[src/hdl/exec_pkg.sv]
// shared constants and types for the register and memory-reference executor
package exec_pkg;
   localparam int STATE_TICKS = 8;
   localparam logic [2:0] TICK_ADDR = 3'h1;
   localparam logic [2:0] TICK_STROBE_FIRST = 3'h2;
   localparam logic [2:0] TICK_SAMPLE = 3'h5;
   localparam logic [2:0] TICK_WRITEBACK = 3'h6;
   localparam logic [2:0] TICK_LAST = 3'h7;
   localparam logic [2:0] TICK_RESET = 3'h0;
   localparam logic [7:0] ACC_RESET = 8'h00;
   localparam logic [15:0] ADDR_RESET = 16'h0000;
   localparam logic [15:0] REG_READ_RESET = 16'h0000;
   localparam logic [3:0] DIGIT_RESET = 4'h0;
   // upper digits of the instruction groups handled here
   localparam logic [3:0] UP_LOAD_SEL = 4'h0;
   localparam logic [3:0] UP_INC = 4'h1;
   localparam logic [3:0] UP_DEC = 4'h2;
   localparam logic [3:0] UP_LOAD_ADV = 4'h4;
   localparam logic [3:0] UP_STORE_SEL = 4'h5;
   localparam logic [3:0] UP_SIX = 4'h6;
   localparam logic [3:0] UP_SEVEN = 4'h7;
   localparam logic [3:0] UP_GET_LO = 4'h8;
   localparam logic [3:0] UP_GET_HI = 4'h9;
   localparam logic [3:0] UP_PUT_LO = 4'hA;
   localparam logic [3:0] UP_PUT_HI = 4'hB;
   localparam logic [3:0] UP_LONG = 4'hC;
   localparam logic [3:0] UP_F = 4'hF;
   // lower digits of the fixed codes
   localparam logic [3:0] LO_ZERO = 4'h0;
   localparam logic [3:0] LO_LOAD_X_ADV = 4'h2;
   localparam logic [3:0] LO_STORE_X_DEC = 4'h3;
   localparam logic [3:0] LO_INLINE = 4'h8;
   localparam logic [3:0] LO_ILLEGAL = 4'h8;
   typedef enum logic [1:0] {
      fetch_state = 2'b00,
      execute_state = 2'b01,
      execute_second = 2'b10
   } machine_state_type;
endpackage

[src/hdl/register_memory_op_exec.sv]
// fetch and execute sequencer for register and memory-reference instructions
// Functional notes
// (RL1) fetch in fetch_state, execute once; long group gets two execute states
// (RL2) code 68 is illegal and must never be supplied by the program
// (RL3) 1N increments R(N), all ones wraps to zero
// (RL4) 2N decrements R(N), zero wraps to all ones
// (RL5) 60 increments the register picked by the operand-pointer selector
// (RL6) 8N copies low byte of R(N) into accumulator
// (RL7) AN writes accumulator into low byte of R(N) only
// (RL8) 9N copies high byte of R(N) into accumulator
// (RL9) BN writes accumulator into high byte of R(N) only
// (RL10) 0N with N nonzero loads accumulator from memory at R(N)
// (RL11) 4N loads accumulator from memory at R(N), then increments R(N)
// (RL12) F0 loads accumulator from memory at R(X), pointer untouched
// (RL13) 72 loads accumulator from memory at R(X), then increments R(X)
// (RL14) F8 loads inline byte via program counter and advances it again
// (RL15) 5N stores accumulator to memory at R(N)
// (RL16) 73 stores accumulator at R(X), then decrements R(X)
// (RL17) fetch reads byte at program counter into digits, then increments it
// (RL18) every machine state lasts eight clock ticks
// (RL19) memory access shows pointer as address with one strobe per state
module register_memory_op_exec
   import exec_pkg::*;
(
   input wire logic core_clk,
   input wire logic rstn,
   input wire logic clk_en,
   input wire logic [3:0] p_sel,
   input wire logic [3:0] x_sel,
   output logic [15:0] mem_addr,
   output logic mem_rd,
   output logic mem_wr,
   output logic [7:0] mem_wdata,
   input wire logic [7:0] mem_rdata,
   output logic [7:0] acc,
   output logic [3:0] i_digit,
   output logic [3:0] n_digit,
   output logic [1:0] machine_state,
   output logic illegal_op
);
   machine_state_type state;
   machine_state_type next_state;
   logic [2:0] tick;
   logic [15:0] ptr;
   logic [15:0] rdata;
   logic illegal;

   initial begin
      if (STATE_TICKS != 8) begin
         $error("tick counter serves exactly eight ticks per state");
      end
   end

   wire in_fetch = (state == fetch_state);
   wire in_exec = (state == execute_state);
   wire up_f = (i_digit == UP_F);
   wire up_7 = (i_digit == UP_SEVEN);
   wire n_zero = (n_digit == LO_ZERO);
   wire op_60 = (i_digit == UP_SIX) && n_zero;
   wire op_72 = up_7 && (n_digit == LO_LOAD_X_ADV);
   wire op_73 = up_7 && (n_digit == LO_STORE_X_DEC);
   wire op_f0 = up_f && n_zero;
   wire op_f8 = up_f && (n_digit == LO_INLINE);
   wire op_0n = (i_digit == UP_LOAD_SEL) && !n_zero;
   wire op_4n = (i_digit == UP_LOAD_ADV);
   wire op_5n = (i_digit == UP_STORE_SEL);
   wire get_lo = in_exec && (i_digit == UP_GET_LO);
   wire get_hi = in_exec && (i_digit == UP_GET_HI);
   wire put_lo = in_exec && (i_digit == UP_PUT_LO);
   wire put_hi = in_exec && (i_digit == UP_PUT_HI);

   // pointer choice: program counter, operand selector or lower digit
   wire use_x = op_60 || op_72 || op_73 || op_f0;
   wire use_p = in_fetch || (in_exec && op_f8);
   wire [3:0] ptr_idx = use_p ? p_sel : (use_x ? x_sel : n_digit);

   // (RL10) (RL11) (RL12) (RL13) (RL14) memory loads
   wire do_read = in_fetch
      || (in_exec && (op_0n || op_4n || op_f0 || op_72 || op_f8));
   // (RL15) (RL16) memory stores
   wire do_write = in_exec && (op_5n || op_73);
   // (RL3) (RL5) (RL11) (RL13) (RL14) (RL17) pointer increment
   wire step_up = in_fetch || (in_exec && ((i_digit == UP_INC) || op_60
      || op_4n || op_72 || op_f8));
   // (RL4) (RL16) pointer decrement
   wire step_down = in_exec && ((i_digit == UP_DEC) || op_73);

   // (RL19) strobe spans ticks two to five, address settled at tick one
   wire strobe_win = (tick >= TICK_STROBE_FIRST) && (tick <= TICK_SAMPLE);
   assign mem_rd = strobe_win && do_read;
   assign mem_wr = strobe_win && do_write;

   wire at_addr = clk_en && (tick == TICK_ADDR);
   wire at_sample = clk_en && (tick == TICK_SAMPLE);
   wire at_wb = clk_en && (tick == TICK_WRITEBACK);
   wire at_last = (tick == TICK_LAST);

   // (RL3) (RL4) 16-bit wrap is natural in the sized sum
   wire [15:0] ptr_inc = ptr + 16'h0001;
   wire [15:0] ptr_dec = ptr - 16'h0001;
   // (RL7) (RL9) byte enables keep the other half untouched
   wire [1:0] wb_en = (step_up || step_down) ? 2'b11 :
      put_lo ? 2'b01 : (put_hi ? 2'b10 : 2'b00);
   wire [15:0] wb_data = step_up ? ptr_inc :
      step_down ? ptr_dec : {acc, acc};
   wire [1:0] rf_wr_en = at_wb ? wb_en : 2'b00;

   // (RL6) (RL8) register halves into the accumulator
   wire [7:0] next_acc = get_lo ? ptr[7:0] :
      get_hi ? ptr[15:8] : mem_rdata;
   wire acc_load = at_sample && (get_lo || get_hi || (in_exec && do_read));

   // (RL1) long group takes a second execute state
   always_comb begin
      unique case (state)
         fetch_state: next_state = execute_state;
         execute_state: next_state = (i_digit == UP_LONG) ?
            execute_second : fetch_state;
         execute_second: next_state = fetch_state;
         default: next_state = fetch_state;
      endcase
   end

   scratch_pad regs (
      .core_clk(core_clk),
      .rstn(rstn),
      .clk_en(clk_en),
      .raddr(ptr_idx),
      .rdata(rdata),
      .wr_en(rf_wr_en),
      .waddr(ptr_idx),
      .wdata(wb_data)
   );

   // (RL18) eight ticks per machine state
   always_ff @(posedge core_clk or negedge rstn) begin
      if (!rstn) begin
         tick <= TICK_RESET;
         state <= fetch_state;
      end else if (clk_en) begin
         tick <= tick + 3'h1;
         if (at_last) begin
            state <= next_state;
         end
      end
   end

   // (RL19) pointer latched once per state, drives the address lines
   always_ff @(posedge core_clk or negedge rstn) begin
      if (!rstn) begin
         ptr <= ADDR_RESET;
         mem_addr <= ADDR_RESET;
         mem_wdata <= ACC_RESET;
      end else if (at_addr) begin
         ptr <= rdata;
         mem_addr <= rdata;
         mem_wdata <= acc;
      end
   end

   // (RL17) fetched byte split into upper and lower digits
   always_ff @(posedge core_clk or negedge rstn) begin
      if (!rstn) begin
         i_digit <= DIGIT_RESET;
         n_digit <= DIGIT_RESET;
      end else if (at_sample && in_fetch) begin
         i_digit <= mem_rdata[7:4];
         n_digit <= mem_rdata[3:0];
      end
   end

   always_ff @(posedge core_clk or negedge rstn) begin
      if (!rstn) begin
         acc <= ACC_RESET;
      end else if (acc_load) begin
         acc <= next_acc;
      end
   end

   // (RL2) code 68 flagged, otherwise executed as a no-op
   always_ff @(posedge core_clk or negedge rstn) begin
      if (!rstn) begin
         illegal <= 1'b0;
      end else if (clk_en) begin
         illegal <= at_wb && in_exec && (i_digit == UP_SIX)
            && (n_digit == LO_ILLEGAL);
      end
   end

   assign illegal_op = illegal;
   assign machine_state = state;
endmodule

[src/hdl/scratch_pad.sv]
// sixteen 16-bit scratch-pad registers, byte write enables, registered read
module scratch_pad
   import exec_pkg::*;
(
   input wire logic core_clk,
   input wire logic rstn,
   input wire logic clk_en,
   input wire logic [3:0] raddr,
   output logic [15:0] rdata,
   input wire logic [1:0] wr_en,
   input wire logic [3:0] waddr,
   input wire logic [15:0] wdata
);
   logic [15:0] regs [16];

   // array holds no reset: software must seed pointers before use
   always_ff @(posedge core_clk) begin
      if (clk_en && wr_en[0]) begin
         regs[waddr][7:0] <= wdata[7:0];
      end
      if (clk_en && wr_en[1]) begin
         regs[waddr][15:8] <= wdata[15:8];
      end
   end

   always_ff @(posedge core_clk or negedge rstn) begin
      if (!rstn) begin
         rdata <= REG_READ_RESET;
      end else if (clk_en) begin
         rdata <= regs[raddr];
      end
   end
endmodule

[config.mk]
export PLATFORM = sky130hd
export DESIGN_NAME = register_memory_op_exec
export DESIGN_NICKNAME = d
export VERILOG_FILES = /design/src/hdl/exec_pkg.sv /design/src/hdl/register_memory_op_exec.sv /design/src/hdl/scratch_pad.sv
export SDC_FILE = /design/constraint.sdc
export NUM_CORES = 1
export LEC_CHECK = 0
export BUFFER_PORTS_ARGS = -buffer_cell sky130_fd_sc_hd__buf_4
export CORE_MARGIN = 4
export CORE_UTILIZATION = 61
export CTS_CLUSTER_DIAMETER = 100
export DETAILED_ROUTE_END_ITERATION = 8
export PLACE_DENSITY = 0.77
export SLEW_MARGIN = 15
export SYNTH_ARGS = -nofsm -noshare
export SYNTH_HDL_FRONTEND = slang
export SYNTH_SLANG_ARGS = --single-unit
[constraint.sdc]
create_clock -name core_clk -period 4.7 [get_ports core_clk]
set_clock_uncertainty 0.2 [all_clocks]
set_input_delay 0.94 -clock core_clk [delete_from_list [all_inputs] [get_ports core_clk]]
set_output_delay 0.94 -clock core_clk [all_outputs]
set_load 0.01 [all_outputs]
Word-level counts from Yosys, hierarchy flattened
Memories as Yosys holds them, arrays and structs flattened. A register that Yosys moved wholly into a read port is not among the register bits.
Index checks and enable logic that the tools add are counted.
- $add $sub $neg: 3
- order comparisons: 2
- equal/unequal tests: 20
- muxes and demuxes: 16
- reductions and logical operators: 54
- operators by type and width (operator ; count):
    16-bit 2-to-1 mux ; 2
    1-bit logical AND ; 29
    4-bit == test (second input constant) ; 7
    1-bit logical OR ; 19
    16-bit by 1-bit adder with 16-bit output (second input constant) ; 1
    4-bit by 3-bit == test with 1-bit output (second input constant) ; 4
    8-bit 2-to-1 mux ; 2
    16-bit by 1-bit subtractor with 16-bit output (second input constant) ; 1
    4-bit by 2-bit == test with 1-bit output (second input constant) ; 3
    2-bit 2-to-1 mux ; 5
    3-bit == test (second input constant) ; 3
    4-bit zero test ; 2
    4-bit 2-to-1 mux ; 2
    4-bit by 1-bit == test with 1-bit output (second input constant) ; 1
    1-bit 2-to-1 mux ; 4
    2-bit one-hot mux with 2 select lines ; 1
    3-bit by 1-bit adder with 3-bit output (second input constant) ; 1
    3-bit by 1-bit == test with 1-bit output (second input constant) ; 1
    3-bit by 2-bit greater-or-equal comparator with 1-bit output (second input constant) ; 1
    3-bit less-or-equal comparator (second input constant) ; 1
    2-bit by 1-bit == test with 1-bit output (second input constant) ; 1
    1-bit zero test ; 2
    2-bit zero test ; 1
    2-bit AND reduction ; 1
- flip-flop bits (word level): 46
- bits in writable memories: 256
- bits of input ports: 19
- output and inout bits: 45
- word-level logic and storage cells: 104
- memories kept: 1
- memory list (name ; depth ; width ; read ports ; clocked after memory_dff ; wr ports ; line ; text):
    regs.regs ; 16 ; 16 ; 1 ; 1 ; 1 ; scratch_pad.sv:14 ; logic [15:0] regs [16];

Logic depth before layout (Yosys ltp)
Gate-level depths: netlist of the first run.
- depth after elaboration: 14
- depth in mapped cells: 13
- depth with buffers taken out: 10

Cells and area by module
A second synthesis of the first run with hierarchy kept.
- cells, all modules: 832
- area, all modules: 13957.1 µm²
- modules (own cells, without submodules) (module ; times used ; cells each ; area an instance (µm²) ; sequential area each (µm²)):
    scratch_pad ; 1 ; 481 ; 10590.2 ; 8087.8
    register_memory_op_exec ; 1 ; 351 ; 3367.0 ; 1151.1

Least setup slack after synthesis of the first run
OpenSTA, ideal clock, no wires.
- path kind: register to register
- start: register ptr[0]
- end: memory regs.regs[0][12], data pin
- library setup time: 291 ps
- data arrival time: 3229 ps
- required time: 4209 ps
- slack: 980 ps
- stages on the path, launching flop included: 10
- buffers on the path: 0
- clock period less this slack: 3720 ps
- cells stage by stage: dfrtp_1 -> inv_1 -> ha_1 -> or3b_4 -> or3_4 -> or3_4 -> or3_4 -> or3_1 -> a221o_1 -> a21oi_1
- word-level cells in the longest chain between the ends: 3
- elaborated cells on any way between the ends: 4
- those cells by class: add/sub (2); mux (2)
- RTL lines (element ; line ; text):
    from (decl) ; register_memory_op_exec.sv:44 ; logic [15:0] ptr;
    from (signal assigned) ; register_memory_op_exec.sv:155 ; ptr <= rdata;
    16-bit by 1-bit subtractor with 16-bit output ; register_memory_op_exec.sv:100 ; wire [15:0] ptr_dec = ptr - 16'h0001;
    16-bit 2-to-1 mux ; register_memory_op_exec.sv:105 ; step_down ? ptr_dec : {acc, acc};
    16-bit 2-to-1 mux * ; register_memory_op_exec.sv:104 ; wire [15:0] wb_data = step_up ? ptr_inc :
    net regs.wdata[12] ; scratch_pad.sv:12 ; input wire logic [15:0] wdata
    to (decl) ; scratch_pad.sv:14 ;
The timed path passes the listed nets; every way through them passes the cells marked *.

Worst setup path in the final report of the first run
- start: register i_digit[1]
- end: register regs.rdata[4] (read register of regs.regs)
- word-level cells in the longest chain between the ends: 7
- elaborated cells on any way between the ends: 15
- those cells by class: eq/ne (3); mux (2); reduce/logical (10)
- RTL lines (element ; line ; text):
    from (decl) ; register_memory_op_exec.sv:36 ; output logic [3:0] i_digit,
    from (signal assigned) ; register_memory_op_exec.sv:167 ; i_digit <= mem_rdata[7:4];
    4-bit by 3-bit == test with 1-bit output (on tied branches) ; register_memory_op_exec.sv:59, register_memory_op_exec.sv:57 ;
    1-bit logical AND (on tied branches) ; register_memory_op_exec.sv:59, register_memory_op_exec.sv:60 ;
    1-bit logical OR (3 in a row) ; register_memory_op_exec.sv:73 ; wire use_x = op_60 || op_72 || op_73 || op_f0;
    4-bit 2-to-1 mux ; register_memory_op_exec.sv:75 ; wire [3:0] ptr_idx = use_p ? p_sel : (use_x ? x_sel : n_digit);
    4-bit 2-to-1 mux * ; register_memory_op_exec.sv:75 ;
    to (decl) ; scratch_pad.sv:9 ; output logic [15:0] rdata,
Mark *: on every way between the ends. The rest lies on a longest branch, timed or not.
A chain may end at the register's enable or synchronous reset.

==> results of run 1 <==
-- synthesized netlist by cell type (all sizes together), types with 2 or more instances --
| cell | number |
|---|---|
| nor2 | 80 |
| a22oi | 14 |
| dfrtp | 62 |
| o22a | 2 |
| edfxtp | 256 |
| nand4 | 7 |
| o211ai | 9 |
| nand3b | 2 |
| xor2 | 2 |
| inv | 9 |
| nor3b | 5 |
| mux2 | 43 |
| a32oi | 19 |
| a21oi | 90 |
| nand2 | 203 |
| o21ai | 21 |
| and3 | 9 |
| o22ai | 11 |
| or2 | 6 |
| nor2b | 3 |
| xnor2 | 5 |
| o221ai | 12 |
| o31ai | 2 |
| or4 | 2 |
| or3b | 3 |
| buf | 22 |
| nand3 | 46 |
| or3 | 6 |
| nor4b | 2 |
| nor3 | 10 |
| a211oi | 2 |
| nor4 | 10 |
| o21bai | 2 |
| clkbuf | 48 |
| a31oi | 28 |
| ha | 6 |
| mux2i | 43 |
| a221o | 5 |
-- layer usage --
layer	global-route usage, %	routed length [um]
met3	5.06	3830
met2	45.4	16700
met4	10.5	1260
met5	0	0
met1	41.2	14500
-- cells by family after synthesis --
logic type               Yosys count  synth area share, %
AND/OR/NAND/NOR                  397                 12.9
adder cells (fa/ha/maj)            6                0.544
flip-flops                       318                 66.9
XOR/XNOR                           7                0.444
multiplexers                      86                 6.62
AO/OA/AOI/OAI                    223                 10.2
buffers and inverters             79                 2.39
-- flip-flops by register name, indices dropped and copies added (netlist names) --
register and count:
acc 8, i_digit 4, illegal_op 1, machine_state 2, mem_wdata 8, n_digit 4, ptr 16, regs.rdata 16
regs.regs 256, tick 3
-- worst max-delay path: stages, from the launching register on --
cell                      delay (ps)
sky130_fd_sc_hd__dfrtp_1         530
sky130_fd_sc_hd__and3_1          270
sky130_fd_sc_hd__a31oi_1         280
sky130_fd_sc_hd__or2_0           770
sky130_fd_sc_hd__mux2_2          560
sky130_fd_sc_hd__nor2_1          720
sky130_fd_sc_hd__a22oi_1         290
sky130_fd_sc_hd__a31oi_1         330
-- stage by stage --
step	instances	cell area, um2
floorplan	1116	13800
global placement	1443	14800
detailed placement	1443	14800
CTS	1504	15800
global route	1504	15800
finish	1504	15800
-- power by group through the flow --
stage / Clock [uW] / Combinational (uW) / Sequential (uW)
5_1_grt: 2650 / 4440 / 4570
3_5_place_dp: 0 / 4050 / 4570
4_1_cts: 2520 / 4080 / 4510
2_1_floorplan: 0 / 2440 / 4380
3_3_place_gp: 0 / 3960 / 4550
6_report: 2510 / 4140 / 4530
-- layout make-up --
cell class	count	area, um2	share of cell area (%)
Clock buffer	44	930	5.88
Clock inverter	17	109	0.689
Inverter	9	33.8	0.214
Multi-Input combinational cell	719	4260	27.0
Sequential cell	318	9240	58.5
Tap cell	280	350	2.22
Timing Repair Buffer	117	878	5.56
-- final timing paths --
kind                                     startpoint                      endpoint  depth (start not counted)
max                          i_digit[1]$_DFFE_PN0P_     regs.rdata[4]$_DFFE_PN0P_                          7
min                        mem_wdata[1]$_DFFE_PN0P_      mem_wdata[1]$_DFFE_PN0P_                          1
max reg2reg                  i_digit[1]$_DFFE_PN0P_     regs.rdata[4]$_DFFE_PN0P_                          7
min reg2reg                mem_wdata[1]$_DFFE_PN0P_      mem_wdata[1]$_DFFE_PN0P_                          1
max in group asynchronous                      rstn     regs.rdata[7]$_DFFE_PN0P_                          1
min in group asynchronous                      rstn  machine_state[0]$_DFFE_PN0P_                          1
==> metrics.csv, run 1 <==
metric;value;unit
area_growth;14.4;%
critPathKind;reg -> reg;
power_per_cell_area;707;mW/mm2
pwr-share-comb;37.0;%
timing.hold.worst.class;reg -> reg;
post_synthesis_async_set_or_reset_flop_share;19.5;%
cts_root_buffer;sky130_fd_sc_hd__clkbuf_16;
htree_levels;2;
worst_case_setup_slack_after_placement;828;ps
grt_pass1_vias;9533;
post_synth_inst_count;1116;
crit_path_start_kind;flip-flop;
gp_congestion;0.898;
rsz0062_at_grt;false;
dieWidth;158;um
core;0.0220;mm2
initial_core_util;62.7;%
power.internal;6880;uW
clk_transition_reported_paths;60;ps
crit_arrival;4250;ps
ir_drop;0.297;mV
power.net_switching;4290;uW
drv.max_cap_violation_count;0;
netlist.top_cell.by_area;sky130_fd_sc_hd__edfxtp_1;
final_nets;1224;
clock_sink_count;318;
tritoncts_clock_tree;done;
io_buffer_count;63;
nFillCells;1460;
cp-end-kind;flip-flop;
final_common_cell;sky130_fd_sc_hd__edfxtp_1;
drt-initial-drc-count;1408;
final_min_period_over_clock_period;86.1;%
timing.final.crit_period;4050;ps
timing.max_slew.rel_slack;37.1;%
totalPowerFinal;11200;uW
via_count;10028;
worst_skew_pair.late_latency;510;ps
netlist.area_leader.share;55.7;%
setup_viol;0;
final_layout_size_suffix_gt1_share;18.1;%
postSynthNetCount;1141;
fp-row-count;54;
ys_dominant_reg_cell;sky130_fd_sc_hd__edfxtp_1;
timing_worst_slew_pin_value;944;ps
hold_violations;0;
totalNegativeSetupSlack;0;ps
drt_drc_violations_left;0;
flops_latches_synth;318;
leak_pwr;0.00581;uW
required;4910;ps
grt_use_total;28.9;%
post_cts_resized;0;
drtAntennaViolNets;0;
share_seq_of_total_power;40.5;%
yosysSeqAreaShare;66.9;%
synth_area;0.0138;mm2
setup_slack;655;ps
grt_first_pass_wirelength;55100;um
postCtsHoldBufs;0;
run_status;finished clean;
synth_warnings;0;
grt_antenna_before_repair;0;
grt-ovfl-total;0;
most_frequent_cells_in_the_layout;sky130_fd_sc_hd__edfxtp_1, sky130_fd_sc_hd__nand2_1, sky130_fd_sc_hd__buf_4, sky130_fd_sc_hd__a21oi_1, sky130_fd_sc_hd__nor2_1;
clock_path_buffers;3;
drt_first_pass_iters;6;
final_util;71.7;%
grt_max_degree;63;
dp_hpwl;23300;um
dieHeight;158;um
slew_viol_final;0;
power.share.clock;22.4;%
swShare;38.4;%
number_of_distinct_library_cells_after_synthesis;57;
synth.area.top_cells;sky130_fd_sc_hd__edfxtp_1, sky130_fd_sc_hd__dfrtp_1, sky130_fd_sc_hd__nand2_1, sky130_fd_sc_hd__mux2_2, sky130_fd_sc_hd__a21oi_1;
regToRegSetupSlack;650;ps
drt-total-wl;36300;um
cts_inserted_buffers;34;
area_enclosed_by_the_die_boundary;0.0251;mm2
hold_slack;303;ps
routed_vias_inst;6.67;
antenna_cells;0;
max_freq;247;MHz
postSynthAreaPerCell;12.4;um2
num_io_pins;64;
wl_per_cell;24.1;um
critical_path_peak_fanout;16;
synth-edff-count;256;
post-cts-setup-buffers;0;
Power figures use the tool's default switching activity.
==> run 2, diff against run 1 <==
--- a/config.mk
+++ b/config.mk
@@ -6,7 +6,7 @@
 export NUM_CORES = 1
 export LEC_CHECK = 0
 export BUFFER_PORTS_ARGS = -buffer_cell sky130_fd_sc_hd__buf_4
-export CORE_MARGIN = 4
+export CORE_MARGIN = 2
 export CORE_UTILIZATION = 61
 export CTS_CLUSTER_DIAMETER = 100
 export DETAILED_ROUTE_END_ITERATION = 8
==> run 2 against run 1 <==
Maximum frequency fell by 3.5%. Clock-buffer cell count stayed put. Largest power group unchanged. Wire length shrank 2.3%. Highest routed layer unchanged. Critical path type unchanged.
==> metrics.csv, run 2 (same netlist as run 1, synthesis figures left out) <==
metric;value;unit
run_status;finished clean;
crit_arrival;4350;ps
drtAntennaViolNets;0;
via_count;9919;
power.share.clock;24.6;%
power.internal;7190;uW
drt_drc_violations_left;0;
dp_hpwl;22800;um
swShare;37.6;%
largest_reg_flops;256;
area_growth;15.8;%
clock_path_buffers;3;
cts_inserted_buffers;34;
regMostFlops;regs.regs;
wl_per_cell;23.5;um
slew_viol_final;0;
critical_path_peak_fanout;15;
initial_core_util;61.6;%
worst_skew_pair.late_latency;510;ps
grt_max_degree;85;
rsz0062_at_grt;false;
grt-ovfl-total;0;
clock_sink_count;318;
post-cts-setup-buffers;0;
leak_pwr;0.00590;uW
numPlacedInstances;1448;
totalNegativeSetupSlack;0;ps
antenna_cells;0;
routed_vias_inst;6.57;
reg_top3;regs.regs x256, ptr x16, regs.rdata x16;
grt_use_total;29.7;%
core;0.0224;mm2
dieWidth;154;um
totalPowerFinal;11500;uW
timing_worst_slew_pin_value;1020;ps
drt-total-wl;35400;um
critPathKind;reg -> reg;
drt-initial-drc-count;1155;
grt_first_pass_wirelength;53700;um
power_per_cell_area;720;mW/mm2
final_cells;1509;
timing.hold.worst.class;reg -> reg;
final_min_period_over_clock_period;89.1;%
final_common_cell;sky130_fd_sc_hd__edfxtp_1;
grt_antenna_before_repair;0;
share_seq_of_total_power;39.2;%
hold_violations;0;
setup_viol;0;
grt_pass1_vias;9313;
placed_cell_area;0.0148;mm2
drt_first_pass_iters;6;
ir_drop;0.330;mV
final_nets;1224;
timing.final.crit_period;4190;ps
fp-row-count;55;
drv.max_cap_violation_count;0;
tritoncts_clock_tree;done;
dieHeight;154;um
htree_levels;2;
power.net_switching;4320;uW
required;4860;ps
pwr-share-comb;36.2;%
postCtsHoldBufs;0;
most_frequent_cells_in_the_layout;sky130_fd_sc_hd__edfxtp_1, sky130_fd_sc_hd__nand2_1, sky130_fd_sc_hd__buf_4, sky130_fd_sc_hd__a21oi_1, sky130_fd_sc_hd__nor2_1;
final_design_area_no_fill;0.0160;mm2
cts_root_buffer;sky130_fd_sc_hd__clkbuf_16;
io_buffer_count;63;
clk_transition_reported_paths;60;ps
nFillCells;1494;
timing.max_slew.rel_slack;31.9;%
area_enclosed_by_the_die_boundary;0.0239;mm2
post_cts_resized;0;
max_freq;239;MHz
cp-end-kind;flip-flop;
num_io_pins;64;
final_layout_size_suffix_gt1_share;19.1;%
gp_congestion;0.928;
crit_path_start_kind;flip-flop;
## run 2: cell count changes in the layout (fill, tap and decap cells not counted), sizes merged
cell    delta
clkinv     -6
bufinv     +4
inv        +2
## run 2: final cells by class
| type | count | area [um2] | area share, % |
|---|---|---|---|
| Clock buffer | 44 | 980 | 6.13 |
| Clock inverter | 17 | 220 | 1.38 |
| Inverter | 9 | 33.8 | 0.211 |
| Multi-Input combinational cell | 719 | 4260 | 26.7 |
| Sequential cell | 318 | 9240 | 57.8 |
| Tap cell | 285 | 357 | 2.23 |
| Timing Repair Buffer | 117 | 891 | 5.57 |
## run 2: metrics by stage
step	utilization, %	hold slack (ps)	worst slack [ps]
2_1_floorplan	-	282	980
3_3_place_gp	65.9	288	656
3_5_place_dp	65.9	295	619
4_1_cts	71.2	309	580
5_1_grt	71.2	324	218
6_report	71.2	307	510
## run 2: critical path, cell delays in order, from the launching register on
cell,delay (ps)
sky130_fd_sc_hd__dfrtp_1,550
sky130_fd_sc_hd__nor4b_4,430
sky130_fd_sc_hd__a31oi_1,220
sky130_fd_sc_hd__or2_0,560
sky130_fd_sc_hd__and4_1,310
sky130_fd_sc_hd__a31oi_2,730
sky130_fd_sc_hd__buf_4,240
sky130_fd_sc_hd__a21oi_1,60
sky130_fd_sc_hd__nor4_1,570
sky130_fd_sc_hd__a31oi_1,170
## run 2: metal layers
layer  part of all wire [%]  track usage (%)
met4                    3.3             10.8
met5                      0                0
met1                     41             42.9
met2                     46             46.3
met3                     10             4.90
## run 2: final timing paths
kind,startpoint,endpoint,slack (ps),cells after the start
hold / removal,mem_wdata[4]$_DFFE_PN0P_,mem_wdata[4]$_DFFE_PN0P_,310,1
setup / recovery,i_digit[2]$_DFFE_PN0P_,regs.rdata[5]$_DFFE_PN0P_,510,9
hold reg to reg,mem_wdata[4]$_DFFE_PN0P_,mem_wdata[4]$_DFFE_PN0P_,310,1
max in group asynchronous,rstn,regs.rdata[0]$_DFFE_PN0P_,3390,1
setup reg to reg,i_digit[2]$_DFFE_PN0P_,regs.rdata[5]$_DFFE_PN0P_,510,9
min in group asynchronous,rstn,machine_state[0]$_DFFE_PN0P_,350,1
## run 2: power groups by stage
stage	combinational [uW]	sequential [uW]	clock [uW]
after floorplan	2440	4380	0
after global placement	3970	4530	0
after CTS	4100	4490	2850
after global routing	4450	4560	2940
final	4170	4510	2830
after detailed placement	4050	4550	0
==> run 3, diff against run 2 <==
--- a/config.mk
+++ b/config.mk
@@ -7,10 +7,10 @@
 export LEC_CHECK = 0
 export BUFFER_PORTS_ARGS = -buffer_cell sky130_fd_sc_hd__buf_4
 export CORE_MARGIN = 2
-export CORE_UTILIZATION = 61
+export CORE_UTILIZATION = 50
 export CTS_CLUSTER_DIAMETER = 100
 export DETAILED_ROUTE_END_ITERATION = 8
-export PLACE_DENSITY = 0.77
+export PLACE_DENSITY = 0.65
 export SLEW_MARGIN = 15
 export SYNTH_ARGS = -nofsm -noshare
 export SYNTH_HDL_FRONTEND = slang
==> run 3 against run 2 <==
Sequential power about the same. Via count down 3.5%. Non-clock buffer count up 9. Cell count up 4.2%. Critical path type unchanged. Die area up 21%.
==> metrics.csv, run 3 (same netlist as run 1, synthesis figures left out) <==
metric;value;unit
run_status;finished clean;
crit_path_start_kind;flip-flop;
post-cts-setup-buffers;0;
regMostFlops;regs.regs;
grt_max_degree;63;
power_per_cell_area;694;mW/mm2
htree_levels;2;
postCtsHoldBufs;0;
reg_top3;regs.regs x256, ptr x16, regs.rdata x16;
totalNegativeSetupSlack;0;ps
final_util;59.1;%
cts_inserted_buffers;34;
clock_path_buffers;3;
hold_violations;0;
timing_worst_slew_pin_value;1130;ps
timing.final.crit_period;4070;ps
fp-row-count;60;
dp_hpwl;22400;um
power.net_switching;4160;uW
grt_pass1_vias;8967;
startpoint;i_digit[1]$_DFFE_PN0P_;
final_common_cell;sky130_fd_sc_hd__edfxtp_1;
grt_first_pass_wirelength;52700;um
required;4920;ps
grt_antenna_before_repair;0;
drt_drc_violations_left;0;
final_nets;1233;
via_count;9570;
dieWidth;170;um
core;0.0270;mm2
reg2reg_from;i_digit[1]$_DFFE_PN0P_;
swShare;37.5;%
crit_family;compound AO/OA/AOI/OAI gates;
pwr-share-comb;36.5;%
clock_sink_count;318;
grt-ovfl-total;0;
final_design_area_no_fill;0.0160;mm2
ir_drop;0.338;mV
final_min_period_over_clock_period;86.5;%
cpMaxStageDelayCell;sky130_fd_sc_hd__or2_0;
share_seq_of_total_power;40.4;%
worst_skew_pair.late_latency;500;ps
final_layout_size_suffix_gt1_share;19.1;%
rsz0062_at_grt;false;
drtAntennaViolNets;0;
wl_per_cell;21.8;um
cp-end-kind;flip-flop;
area_enclosed_by_the_die_boundary;0.0290;mm2
leak_pwr;0.00587;uW
drt-initial-drc-count;1046;
grt_use_total;23.8;%
critical-path-max-stage-delay;730;ps
post_cts_resized;0;
initial_core_util;51.1;%
placed_cell_area;0.0149;mm2
critPathKind;reg -> reg;
power.share.clock;23.0;%
crit_arrival;4290;ps
worst_path_most_repeated_cell;sky130_fd_sc_hd__a31oi_1;
routed_vias_inst;6.09;
dieHeight;170;um
slew_viol_final;0;
timing.critical_path.cells;and3_1 -> a31oi_1 -> or2_0 -> o21a_2 -> buf_4 -> a21oi_1 -> a32oi_1 -> a22oi_1 -> a31oi_1;
timing.max_slew.rel_slack;24.2;%
timing.hold.worst.class;reg -> reg;
setup_viol;0;
power.internal;6920;uW
drv.max_cap_violation_count;0;
tritoncts_clock_tree;done;
io_buffer_count;63;
most_frequent_cells_in_the_layout;sky130_fd_sc_hd__edfxtp_1, sky130_fd_sc_hd__nand2_1, sky130_fd_sc_hd__buf_4, sky130_fd_sc_hd__a21oi_1, sky130_fd_sc_hd__nor2_1;
largest_reg_flops;256;
num_io_pins;64;
max_freq;246;MHz
area_growth;15.7;%
min_from;mem_wdata[5]$_DFFE_PN0P_;
drt_first_pass_iters;6;
critical_path_peak_fanout;28;
gp_congestion;0.901;
drt-total-wl;34300;um
antenna_cells;0;
cts_root_buffer;sky130_fd_sc_hd__clkbuf_16;
clk_transition_reported_paths;60;ps
timing.critical_path.buf_inv;1;
run 3: changes by cell type in the layout (fill, tap and decap cells not counted), sizes merged:
cell      change
clkinvlp      +1
inv           -2
clkbuf        +4
buf           +9
clkinv        -2
bufinv        -3
run 3: metrics by stage:
step	cells	setup WS, ps	total power, uW	hold WS (ps)
after floorplan	1116	980	6820	282
after global placement	1513	862	8460	285
after detailed placement	1513	735	8520	295
after CTS	1572	714	11100	307
after global routing	1572	411	11600	321
final	1572	634	11100	304
run 3: final cells by class:
type                       count  area, um2
fill                        2170      11100
sequential                   318       9240
multi-input combinational    719       4270
timing repair buffer         126        946
clock buffer                  48        945
tap                          341        427
clock inverter                11        113
inverter                       9       33.8
run 3: power by group through the flow:
stage | clock network (uW) | logic [uW] | registers (uW)
6_report | 2550 | 4050 | 4480
5_1_grt | 2690 | 4410 | 4530
4_1_cts | 2580 | 4010 | 4480
3_5_place_dp | 0 | 3990 | 4540
3_3_place_gp | 0 | 3940 | 4520
2_1_floorplan | 0 | 2440 | 4380
run 3: worst reg2reg max path, stage by stage (launching register included):
cell and delay (ps):
sky130_fd_sc_hd__dfrtp_1 530, sky130_fd_sc_hd__and3_1 270, sky130_fd_sc_hd__a31oi_1 270, sky130_fd_sc_hd__or2_0 730
sky130_fd_sc_hd__o21a_2 630, sky130_fd_sc_hd__buf_4 470, sky130_fd_sc_hd__a21oi_1 160, sky130_fd_sc_hd__a32oi_1 270
sky130_fd_sc_hd__a22oi_1 210, sky130_fd_sc_hd__a31oi_1 230
run 3: layer usage:
layer,routed length [um],global-route usage [%],vias up
met4,922,7.54,0
met3,2680,3.65,62
met2,15800,37.7,425
li1,-,-,4359
met5,0,0,-
met1,14900,34.2,4724
run 3: worst paths after layout:
path                                                end  slack [ps]  cells past startpoint
min                            mem_wdata[5]$_DFFE_PN0P_         300                      1
min reg2reg                    mem_wdata[5]$_DFFE_PN0P_         300                      1
max                           regs.rdata[5]$_DFFE_PN0P_         630                      9
max reg2reg                   regs.rdata[5]$_DFFE_PN0P_         630                      9
max in group asynchronous     regs.rdata[4]$_DFFE_PN0P_        3400                      1
min in group asynchronous  machine_state[1]$_DFFE_PN0P_         330                      1
